### config.mk
export PLATFORM = sky130hd
export DESIGN_NAME = sync_cmd_engine
export DESIGN_NICKNAME = d
export VERILOG_FILES = /design/src/core/sync_cmd_pkg.sv /design/src/core/settle_timer.sv /design/src/core/sync_cmd_engine.sv
export SDC_FILE = /design/constraint.sdc
export NUM_CORES = 1
export LEC_CHECK = 0
export ABC_AREA = 0
export BUFFER_PORTS_ARGS = -buffer_cell sky130_fd_sc_hd__buf_2
export CELL_PAD_IN_SITES_DETAIL_PLACEMENT = 1
export CELL_PAD_IN_SITES_GLOBAL_PLACEMENT = 1
export CORE_ASPECT_RATIO = 1.4
export CORE_MARGIN = 8
export CORE_UTILIZATION = 36
export DETAILED_ROUTE_END_ITERATION = 12
export PLACE_DENSITY = 0.78
export SYNTH_ARGS = -nofsm -noshare
export SYNTH_HDL_FRONTEND = slang
export SYNTH_HIERARCHICAL = 1
export SYNTH_SLANG_ARGS = --single-unit
export TNS_END_PERCENT = 30
### constraint.sdc
create_clock -name mclk -period 2.4 [get_ports mclk]
set_input_delay 0.24 -clock mclk [delete_from_list [all_inputs] [get_ports mclk]]
set_output_delay 0.24 -clock mclk [all_outputs]
set_load 0.005 [all_outputs]
### src/core/sync_cmd_pkg.sv
// sync_cmd_pkg: constants, enums and carriers for the common-command engine
// assumes a parser upstream that decodes commands into cmd_s words
package sync_cmd_pkg;

  // ==========================================================
  // timing
  localparam int unsigned CLK_HZ       = 125_000_000;
  localparam int unsigned SETTLE_MS    = 1000;
  localparam int unsigned SETTLE_CYC   = CLK_HZ / 1000 * SETTLE_MS;

  // ==========================================================
  // field positions and values
  localparam int unsigned STB_MAV      = 4;
  localparam int unsigned STB_ESB      = 5;
  localparam int unsigned STB_RQS      = 6;
  localparam int unsigned ESR_OPC      = 0;
  localparam int unsigned SRE_MAV      = 4;
  localparam int unsigned SRE_ESB      = 5;
  localparam logic [7:0]  OPC_CHAR     = 8'h31;
  localparam logic [6:0]  FILE_MAX     = 7'h63;
  localparam int unsigned NUM_EVREG    = 8;
  localparam int unsigned NUM_MEAS     = 8;
  localparam int unsigned CMDQ_DEPTH   = 4;
  localparam logic [7:0]  BYTE_ZERO    = 8'h00;

  // ==========================================================
  // command codes
  typedef enum logic [3:0] {
    CMD_NOP  = 4'h0,
    CMD_OPC  = 4'h1,
    CMD_OPCQ = 4'h2,
    CMD_WAI  = 4'h3,
    CMD_CLS  = 4'h4,
    CMD_TRG  = 4'h5,
    CMD_RCL  = 4'h6,
    CMD_SAV  = 4'h7,
    CMD_OTHR = 4'h8
  } cmd_code_e;

  typedef struct packed {
    cmd_code_e  code;
    logic       numeric;   // argument was all digits
    logic [6:0] file_num;  // binary value of the argument
  } cmd_s;

  typedef struct packed {
    logic       valid;
    logic       is_save;
    logic [6:0] file_num;
  } store_req_s;

endpackage

### src/core/settle_timer.sv
// settle_timer: one-shot down counter for the post-command settling delay
// assumes start is a one-cycle pulse on mclk
`timescale 1ns/1ps
module settle_timer #(
  parameter int unsigned CYCLES = sync_cmd_pkg::SETTLE_CYC
) (
  input  wire logic mclk,
  input  wire logic reset,
  input  wire logic start,
  output logic      expired
);

  logic [31:0] count_q;

  // ==========================================================
  // restart on every start pulse; expired holds until next start
  always_ff @(posedge mclk or posedge reset) begin
    if (reset) begin
      count_q <= 32'h0000_0000;
    end else if (start) begin
      count_q <= CYCLES - 1;
    end else if (count_q != 32'h0000_0000) begin
      count_q <= count_q - 32'h0000_0001;
    end
  end

  always_ff @(posedge mclk or posedge reset) begin
    if (reset) begin
      expired <= 1'b0;
    end else if (start) begin
      expired <= 1'b0;
    end else if (count_q == 32'h0000_0001 || CYCLES == 1) begin
      expired <= 1'b1;
    end
  end

endmodule // settle_timer

### src/core/sync_cmd_engine.sv
// sync_cmd_engine: executes sync, clear, trigger, save and recall commands
// assumes decoded commands on mclk, measurement done flags on mclk, and an
// output queue that drains bytes the engine pushes
`timescale 1ns/1ps
module sync_cmd_engine #(
  parameter int unsigned SETTLE = sync_cmd_pkg::SETTLE_CYC
) (
  input  wire logic                       mclk,
  input  wire logic                       reset,
  // command stream from the parser
  input  wire logic                       cmd_valid,
  input  wire sync_cmd_pkg::cmd_s         cmd_in,
  output logic                            cmd_ready,
  // measurement side
  input  wire logic [7:0]                 meas_active,
  input  wire logic [7:0]                 meas_done,
  output logic                            meas_done_req,
  output logic                            meas_trigger,
  input  wire logic                       get_msg,
  // other command completion (from instrument firmware)
  output logic                            other_start,
  input  wire logic                       other_busy,
  // output queue
  output logic                            oq_push,
  output logic [7:0]                      oq_data,
  input  wire logic                       oq_ready,
  input  wire logic                       oq_not_empty,
  // status registers
  input  wire logic [7:0]                 sre_mask,
  input  wire logic [7:0]                 ese_mask,
  input  wire logic [7:0]                 evreg_set,
  input  wire logic [7:0]                 esr_set,
  output logic [7:0]                      esr_q,
  output logic [7:0]                      evreg_sum_q,
  output logic [7:0]                      stb_q,
  output logic                            srq,
  output logic                            error_queue_flush,
  output logic                            bad_file_error,
  // save/recall storage
  output sync_cmd_pkg::store_req_s        store_req,
  input  wire logic                       store_busy,
  // message log, power-on only
  input  wire logic                       log_write,
  output logic                            log_present_q
);


  // ==========================================================
  // local state encoding
  typedef enum logic [2:0] {
    ST_IDLE  = 3'b000,  // ready for the next command
    ST_SYNC  = 3'b001,  // settling timer and measurement wait
    ST_PUSH  = 3'b010,  // offering the completion byte
    ST_OTHER = 3'b011,  // firmware runs a non-common command
    ST_STORE = 3'b100   // save or recall in progress
  } state_e;

  // ==========================================================
  // helpers
  // decode shared by the take path and the strobes
  function automatic logic is_sync(
    input sync_cmd_pkg::cmd_code_e code
  );
    return (code == sync_cmd_pkg::CMD_OPC)  ||
           (code == sync_cmd_pkg::CMD_OPCQ) ||
           (code == sync_cmd_pkg::CMD_WAI);
  endfunction

  // save and recall share one argument path
  function automatic logic is_store(
    input sync_cmd_pkg::cmd_code_e code
  );
    return (code == sync_cmd_pkg::CMD_SAV) ||
           (code == sync_cmd_pkg::CMD_RCL);
  endfunction

  // only all-digit numbers up to the top slot are legal here; any other
  // name must go through the named-file commands instead
  function automatic logic file_ok(
    input sync_cmd_pkg::cmd_s cmd
  );
    return cmd.numeric && (cmd.file_num <= sync_cmd_pkg::FILE_MAX);
  endfunction

  // one-hot mask for a status or event bit position
  function automatic logic [7:0] bit_mask(
    input int unsigned idx
  );
    return 8'h01 << idx;
  endfunction

  // ==========================================================
  // declarations
  state_e                  state_q;
  state_e                  state_d;
  sync_cmd_pkg::cmd_code_e sync_kind_q;  // which sync command waits
  logic [7:0]              pending_q;    // measurements not yet done
  logic                    stuck_q;      // an awaited one went away
  logic                    take;
  logic                    take_sync;
  logic                    take_cls;
  logic                    take_trg;
  logic                    take_other;
  logic                    take_store;
  logic                    store_good;
  logic                    settle_done;
  logic                    sync_met;
  logic                    finish_opc;
  logic                    finish_opcq;
  logic [7:0]              opc_mask;
  logic [7:0]              stb_d;
  logic                    srq_sum;
  logic                    srq_sum_q;
  logic                    srq_rise;

  // ==========================================================
  // command acceptance
  // one command at a time: a held command waits at the input with its
  // valid up, so order is kept and nothing is dropped
  assign cmd_ready  = (state_q == ST_IDLE);
  assign take       = cmd_valid && cmd_ready;
  assign take_sync  = take && is_sync(cmd_in.code);
  assign take_cls   = take && (cmd_in.code == sync_cmd_pkg::CMD_CLS);
  assign take_trg   = take && (cmd_in.code == sync_cmd_pkg::CMD_TRG);
  assign take_other = take && (cmd_in.code == sync_cmd_pkg::CMD_OTHR);
  assign take_store = take && is_store(cmd_in.code);
  assign store_good = file_ok(cmd_in);

  // ==========================================================
  // settling timer
  // output settling cannot be observed, so a fixed delay stands
  settle_timer #(
    .CYCLES (SETTLE)
  ) i_settle (
    .mclk    (mclk),
    .reset   (reset),
    .start   (take_sync),
    .expired (settle_done)
  );

  // ==========================================================
  // sync condition
  // done flags are ignored while the request is still going out, since
  // the measurements then still show the answer to an older request
  assign sync_met    = settle_done && (pending_q == 8'h00) && !stuck_q &&
                       !meas_done_req && !other_busy;
  assign finish_opc  = (state_q == ST_SYNC) && sync_met &&
                       (sync_kind_q == sync_cmd_pkg::CMD_OPC);
  assign finish_opcq = (state_q == ST_SYNC) && sync_met &&
                       (sync_kind_q == sync_cmd_pkg::CMD_OPCQ);
  assign opc_mask    = finish_opc ? bit_mask(sync_cmd_pkg::ESR_OPC)
                                  : 8'h00;

  // ==========================================================
  // next state
  always_comb begin
    state_d = state_q;
    case (state_q)
      ST_IDLE: begin
        if (take_sync) begin
          state_d = ST_SYNC;
        end else if (take_other) begin
          state_d = ST_OTHER;
        end else if (take_store && store_good) begin
          state_d = ST_STORE;
        end
      end
      ST_SYNC: begin
        // a query answers only after everything before it is done
        if (finish_opcq) begin
          state_d = ST_PUSH;
        end else if (sync_met) begin
          state_d = ST_IDLE;
        end
      end
      ST_PUSH: begin
        // the byte stands until the queue takes it
        if (oq_ready) begin
          state_d = ST_IDLE;
        end
      end
      ST_OTHER: begin
        if (!other_busy && !other_start) begin
          state_d = ST_IDLE;
        end
      end
      ST_STORE: begin
        if (!store_busy && !store_req.valid) begin
          state_d = ST_IDLE;
        end
      end
      default: begin
        state_d = ST_IDLE;
      end
    endcase
  end

  // state register
  always_ff @(posedge mclk or posedge reset) begin
    if (reset) begin
      state_q <= ST_IDLE;
    end else begin
      state_q <= state_d;
    end
  end

  // kind of sync command that armed the wait
  always_ff @(posedge mclk or posedge reset) begin
    if (reset) begin
      sync_kind_q <= sync_cmd_pkg::CMD_NOP;
    end else if (take_sync) begin
      sync_kind_q <= cmd_in.code;
    end
  end

  // ==========================================================
  // measurement wait
  // every active measurement is asked once per sync command
  always_ff @(posedge mclk or posedge reset) begin
    if (reset) begin
      meas_done_req <= 1'b0;
    end else begin
      meas_done_req <= take_sync;
    end
  end

  // bits clear as measurements report; snapshot of the active set
  always_ff @(posedge mclk or posedge reset) begin
    if (reset) begin
      pending_q <= 8'h00;
    end else if (take_sync) begin
      pending_q <= meas_active;
    end else if (state_q == ST_SYNC && !meas_done_req) begin
      pending_q <= pending_q & ~meas_done;
    end
  end

  // a measurement switched off while awaited never completes; the wait
  // is left outstanding on purpose, only reset recovers it
  always_ff @(posedge mclk or posedge reset) begin
    if (reset) begin
      stuck_q <= 1'b0;
    end else if (take_sync) begin
      stuck_q <= 1'b0;
    end else if (state_q == ST_SYNC &&
                 (pending_q & ~meas_active) != 8'h00) begin
      stuck_q <= 1'b1;
    end
  end

  // ==========================================================
  // output queue
  // push is a handshake, the byte itself comes from a flop
  assign oq_push = (state_q == ST_PUSH);

  always_ff @(posedge mclk or posedge reset) begin
    if (reset) begin
      oq_data <= sync_cmd_pkg::BYTE_ZERO;
    end else if (finish_opcq) begin
      oq_data <= sync_cmd_pkg::OPC_CHAR;
    end
  end

  // ==========================================================
  // event registers
  // a set in the clear cycle wins, so no event is ever lost
  always_ff @(posedge mclk or posedge reset) begin
    if (reset) begin
      esr_q <= 8'h00;
    end else if (take_cls) begin
      esr_q <= esr_set;
    end else begin
      esr_q <= esr_q | esr_set | opc_mask;
    end
  end

  // sticky summary of the other event registers
  always_ff @(posedge mclk or posedge reset) begin
    if (reset) begin
      evreg_sum_q <= 8'h00;
    end else if (take_cls) begin
      evreg_sum_q <= evreg_set;
    end else begin
      evreg_sum_q <= evreg_sum_q | evreg_set;
    end
  end

  // queued errors are dropped downstream on this strobe
  always_ff @(posedge mclk or posedge reset) begin
    if (reset) begin
      error_queue_flush <= 1'b0;
    end else begin
      error_queue_flush <= take_cls;
    end
  end

  // ==========================================================
  // status byte
  // message-available follows the queue itself, so a clear leaves it
  always_comb begin
    stb_d                         = 8'h00;
    stb_d[3:0]                    = evreg_sum_q[3:0];
    stb_d[7]                      = |evreg_sum_q[7:4];
    stb_d[sync_cmd_pkg::STB_MAV]  = oq_not_empty;
    stb_d[sync_cmd_pkg::STB_ESB]  = |(esr_q & ese_mask);
    stb_d[sync_cmd_pkg::STB_RQS]  = srq;
  end

  always_ff @(posedge mclk or posedge reset) begin
    if (reset) begin
      stb_q <= 8'h00;
    end else if (take_cls) begin
      stb_q <= stb_d & bit_mask(sync_cmd_pkg::STB_MAV);
    end else begin
      stb_q <= stb_d;
    end
  end

  // ==========================================================
  // service request
  // raised on a new enabled summary bit, not on its level, so that a
  // clear can withdraw it while the output queue still holds data
  assign srq_sum  = |(stb_q & sre_mask &
                      ~bit_mask(sync_cmd_pkg::STB_RQS));
  assign srq_rise = srq_sum && !srq_sum_q;

  always_ff @(posedge mclk or posedge reset) begin
    if (reset) begin
      srq_sum_q <= 1'b0;
    end else begin
      srq_sum_q <= srq_sum;
    end
  end

  always_ff @(posedge mclk or posedge reset) begin
    if (reset) begin
      srq <= 1'b0;
    end else if (srq_rise) begin
      srq <= 1'b1;
    end else if (take_cls) begin
      srq <= 1'b0;
    end
  end

  // ==========================================================
  // trigger
  // get_msg comes from the bus logic on mclk, so no synchroniser
  always_ff @(posedge mclk or posedge reset) begin
    if (reset) begin
      meas_trigger <= 1'b0;
    end else begin
      meas_trigger <= take_trg || get_msg;
    end
  end

  // other commands run in firmware; the engine only keeps order
  always_ff @(posedge mclk or posedge reset) begin
    if (reset) begin
      other_start <= 1'b0;
    end else begin
      other_start <= take_other;
    end
  end

  // ==========================================================
  // save and recall
  // the storage side picks the medium; only the slot number and the save/recall flag go out
  always_ff @(posedge mclk or posedge reset) begin
    if (reset) begin
      store_req <= '0;
    end else begin
      store_req.valid    <= take_store && store_good;
      store_req.is_save  <= cmd_in.code == sync_cmd_pkg::CMD_SAV;
      store_req.file_num <= cmd_in.file_num;
    end
  end

  // refused slot numbers are flagged, never stored or recalled
  always_ff @(posedge mclk or posedge reset) begin
    if (reset) begin
      bad_file_error <= 1'b0;
    end else begin
      bad_file_error <= take_store && !store_good;
    end
  end

  // ==========================================================
  // message log
  // only power-on reset clears it; clear-status must not
  always_ff @(posedge mclk or posedge reset) begin
    if (reset) begin
      log_present_q <= 1'b0;
    end else if (log_write) begin
      log_present_q <= 1'b1;
    end
  end

endmodule // sync_cmd_engine

# Yosys cells after proc, flatten, opt, wreduce, memory -nomap -nowiden
# Index checks and enable logic that the tools add are counted.
totals:
  reg_bits: 91
  out_inout_bits: 50
op_classes:
  add_sub_neg: 1
  order_cmp: 1
  n_eq_ne: 20
  n_mux: 23
  bitwise_logic: 9
  reduce_logical: 46
ops:
  columns: ["cell", "count"]
  rows:
  - ["2-to-1 mux 32 bit", 2]
  - ["2-to-1 mux 8 bit", 5]
  - ["bitwise AND 8 bit", 4]
  - ["equality test 32 x 1 -> 1 bit (second input constant)", 1]
  - ["nonzero test 32 bit", 1]
  - ["subtractor 32 x 1 -> 32 bit (second input constant)", 1]
  - ["2-to-1 mux 3 bit", 8]
  - ["logical AND 1 bit", 21]
  - ["equality test 4 x 3 -> 1 bit (second input constant)", 4]
  - ["NOT 8 bit", 2]
  - ["OR 8 bit", 2]
  - ["one-hot mux 3 bit (5 select lines)", 1]
  - ["equality test 4 x 2 -> 1 bit (second input constant)", 3]
  - ["nonzero test 2 bit", 5]
  - ["equality test 4 x 1 -> 1 bit (second input constant)", 2]
  - ["zero test 1 bit", 8]
  - ["zero test 8 bit", 1]
  - ["OR 8 x 1 -> 8 bit", 1]
  - ["nonzero test 8 bit", 1]
  - ["OR reduction 8 bit", 1]
  - ["less-or-equal comparator 7 bit (second input constant)", 1]
  - ["2-to-1 mux 1 bit", 7]
  - ["OR reduction 7 bit", 1]
  - ["equality test 3 x 2 -> 1 bit (second input constant)", 2]
  - ["11 further kinds", 15]

# Logic depth before layout (Yosys ltp)
depth:
  depth_word: 10
  ltp_mapped: 9
  depth_no_buf: 6

# Hierarchy
# The synthesis kept the hierarchy.
by_module_without_submodules:
  columns: ["mod", "n_inst", "cells_per_inst", "area_per_inst_um2"]
  rows:
  - ["sync_cmd_engine", 1, 201, 2343.5]
  - ["settle_timer", 1, 192, 1864.3]

# Least setup slack after synthesis
# Ideal clock, no wire load.
synth_path:
  path_type: "register to register"
  from: "register i_settle.count_q[29]"
  to: "register i_settle.count_q[25]"
  arrival_ns: 2.214
  path_slack_ns: 0.055
  stages_incl_launch_ff: 7
  path_buffers: 1
  period_less_slack_ns: 2.345
  cell_sequence: "dfrtp_1 or4_4 or3_4 nor4_4 buf_6 nor4_1 or3_1"
synth_via:
  elab_chain_cells: 2
synth_lines:
  columns: ["element", "line", "source"]
  rows:
  - ["start, declared", "settle_timer.sv:13", "logic [31:0] count_q;"]
  - ["start signal, assigned", "settle_timer.sv:21", "count_q <= CYCLES - 1;"]
  - ["start signal, assigned", "settle_timer.sv:23", "count_q <= count_q - 32'h0000_0001;"]
  - ["nonzero test 32 bit", "settle_timer.sv:22", "end else if (count_q != 32'h0000_0000) begin"]
  - ["nonzero test 2 bit (no line)", null, null]
# Every way passes these cells.
# A chain may end at the register's enable or synchronous reset.

# Worst setup path in the final report
layout_path:
  from: "register i_settle.count_q[27]"
  to: "register i_settle.count_q[16]"
# The elaborated chain is that of the path after synthesis.

==> key figures <==
Clock network
  – Clock Sinks: 91
  – H-tree levels: 3
  – Clk slew on worst S/H paths: 70 ps
  – Clock root buffer: clkbuf_16
  – CTS Buf Count: 9
  – CTS max path bufs: 2
  – CTS tree: built
  – Worst skew pair latency: 350 ps

Place
  – DPL Wire Length: 9458 um
  – Placed Cells: 660
  – I/O Buffers: 112
  – GP Congestion: 0.7722

Detailed routing
  – DR vias: 3732
  – Final wirelength: 13580 um
  – # DRC: 0
  – Post-route ant nets: 0
  – DR vias/cell: 5.424
  – Routed WL per cell: 19.74 um
  – DRT iter0 DRCs: 125
  – DRT Pass-1 Iters: 4

Layout
  – Area grow syn2layout: 31.22%
  – Final Net Count: 610
  – Post-layout util: 0.4845
  – N_diodes: 0
  – Layout cell share with drive strength beyond 1: 0.3566
  – Layout Cells excl Fill: 688
  – FILL cells: 1296

Critical path
  – CP max FO: 5
  – R2r endpoint: i_settle/count_q[16]$_DFFE_PP0P_
  – WP data required: 2630 ps
  – CP endpoint kind: flop
  – CP startpoint kind: flop
  – R2R Path Start: i_settle/count_q[27]$_DFFE_PP0P_
  – R2R depth: 6
  – CP Data Arrival Time: 2630 ps
  – R2R setup slack: 2 ps
  – Type of the worst setup path: reg2reg
  – Crit path launch: i_settle/count_q[27]$_DFFE_PP0P_

Flow run
  – Max-cap violations: 0

Die
  – Initial core utilization: 0.3692
  – Die height: 143.9 um
  – Die Wd: 107.4 um
  – Die area: 0.01545 mm^2
  – Total core area: 0.01140 mm^2
  – I/O pin count: 119
  – Rows: 46

Synth
  – Cell count after synthesis: 393
  – Number of enable flip-flop cells after synthesis: 0
  – Ys async rst share: 1.000
  – Yosys Warn Count: 6
  – #FFs+latches synth: 91
  – Synth cell count leaders: dfrtp_1, nand2_1, nor2_1, inv_1, nor2b_1
  – Syn avg cell area: 10.71 um^2
  – Area contributors post-synth: dfrtp_1, nand2_1, a21o_1
  – Unique masters post-synth: 59
  – Top_reg_cell synth: dfrtp_1
  – Count leader, synth: dfrtp_1
  – Seq/Total Area, Yosys: 0.5412
  – Area of the mapped netlist: 0.004208 mm^2
  – Largest area contributor in the netlist: dfrtp_1
  – Synth top area share: 0.5412

Power
  – Power per cell area: 906.5 mW/mm^2
  – Max VDD drop: 0.0003255 V
  – Leak pwr: 2.411 nW

Timing
  – Final setup vio count: 0
  – Hold Vio Cnt, Final: 0
  – Post-layout min period: 2398 ps
  – Unrepaired setup endpoints after global routing: yes
  – Least-Margin Pin Slew: 805.5 ps
  – Max-slew violations: 0
  – FMAX: 0.4170 GHz
  – Period utilization: 0.9992
  – Slew HR: 0.4616
  – Clk_skew: 8.317 ps

Status
  – Outcome: finished, final reports clean

GRT
  – First-pass GRT wire length: 21470 um
  – Total congestion overflow: 0
  – Number of global-route vias before repair: 4055
  – Tot GR Track Use: 0.1785
  – Initial antenna violation count: 0
  – Largest net degree at the start of global routing: 59

Min path
  – Hold Path Class: in2async
==> sequential cells by signal (all words and copies together), names as in the netlist, 3 cells and up <==
signal	count
esr_q	8
evreg_sum_q	8
i_settle/count_q	32
pending_q	8
state_q	3
stb_q	8
store_req	9
sync_kind_q	4
==> critical path, stage by stage (launching register included) <==
cell and delay, ps:
dfrtp_1 390, or4_4 560, or3_4 370, o211ai_1 480, buf_4 250, xor2_1 170, nand2_1 70
==> metal layers <==
metal	routed length [um]	share of wire	GRT usage
met5	0	0	0
met4	246	0.018	0.05645
met3	842	0.062	0.04841
met2	7551	0.56	0.3461
met1	4941	0.36	0.1766
==> worst max path at each step <==
stage,to,slack [ps],cells past startpoint
3_3_place_gp,i_settle/count_q[6]$_DFFE_PP0P_,50,6
5_1_grt,i_settle/count_q[16]$_DFFE_PP0P_,-70,6
2_1_floorplan,i_settle/count_q[25]$_DFFE_PP0P_,50,6
4_1_cts,i_settle/count_q[16]$_DFFE_PP0P_,-50,6
6_report,i_settle/count_q[16]$_DFFE_PP0P_,2,6
3_5_place_dp,i_settle/count_q[16]$_DFFE_PP0P_,-30,6
==> final cells by class <==
class	instances	area (um^2)	share of cell area
Multi-Input combinational cell	268	1785	0.3234
Clock inverter	7	93.84	0.01700
Clock buffer	9	225.2	0.04079
Tap cell	144	180.2	0.03263
Timing Repair Buffer	152	894.6	0.1620
Inverter	17	63.81	0.01156
Sequential cell	91	2278	0.4126
==> cell usage in the layout (no fill, tap or decap), drive strengths merged, types with 8 or more instances in the layout <==
cell type    n
nand3       14
a21o        13
buf        145
nor3        10
o31ai       10
o21ai       13
nor4        15
or3         10
or4         14
a21oi        8
dfrtp       91
clkbuf       9
inv         21
nand2       33
nor2        20
nor2b       15
or2         12
==> power breakdown <==
part	switching [W]	internal (W)
logic	0.000651	0.000628
clock network	0.000668	0.000838
registers	0.000360	0.00186
total	0.00168	0.00333
==> stage by stage <==
stage | area [um^2] | TNS, ps | setup slack (ps) | total power, W | hold WS (ps)
after floorplan | 4223 | 0 | 54.75 | 0.002918 | 271.4
after global placement | 5052 | 0 | 47.27 | 0.003289 | 349.3
after detailed placement | 5052 | -48.88 | -27.43 | 0.003400 | 351.5
after CTS | 5488 | -97.00 | -49.64 | 0.005014 | 11.28
after global routing | 5522 | -157.7 | -69.03 | 0.005300 | 33.93
final | 5522 | 0 | 1.904 | 0.005006 | 4.224
==> cell families after synthesis <==
family,share of synthesized area
muxes,0.02230
buffers and inverters,0.04698
other,0.0008912
xor gates and xnor gates,0.006246
DFF,0.5412
and+or+nand+nor,0.2388
adders and majority gates,0.005946
AOI/OAI and AO/OA,0.1377
==> timing repair <==
action	4_1_cts	5_1_grt
hold endpoints to repair	7	0
hold buffers	7	0
setup endpoints to repair	7	13
buffers inserted	4	1
resized for setup	3	6
pin swaps	4	5
(Power assumes the default switching activity.)
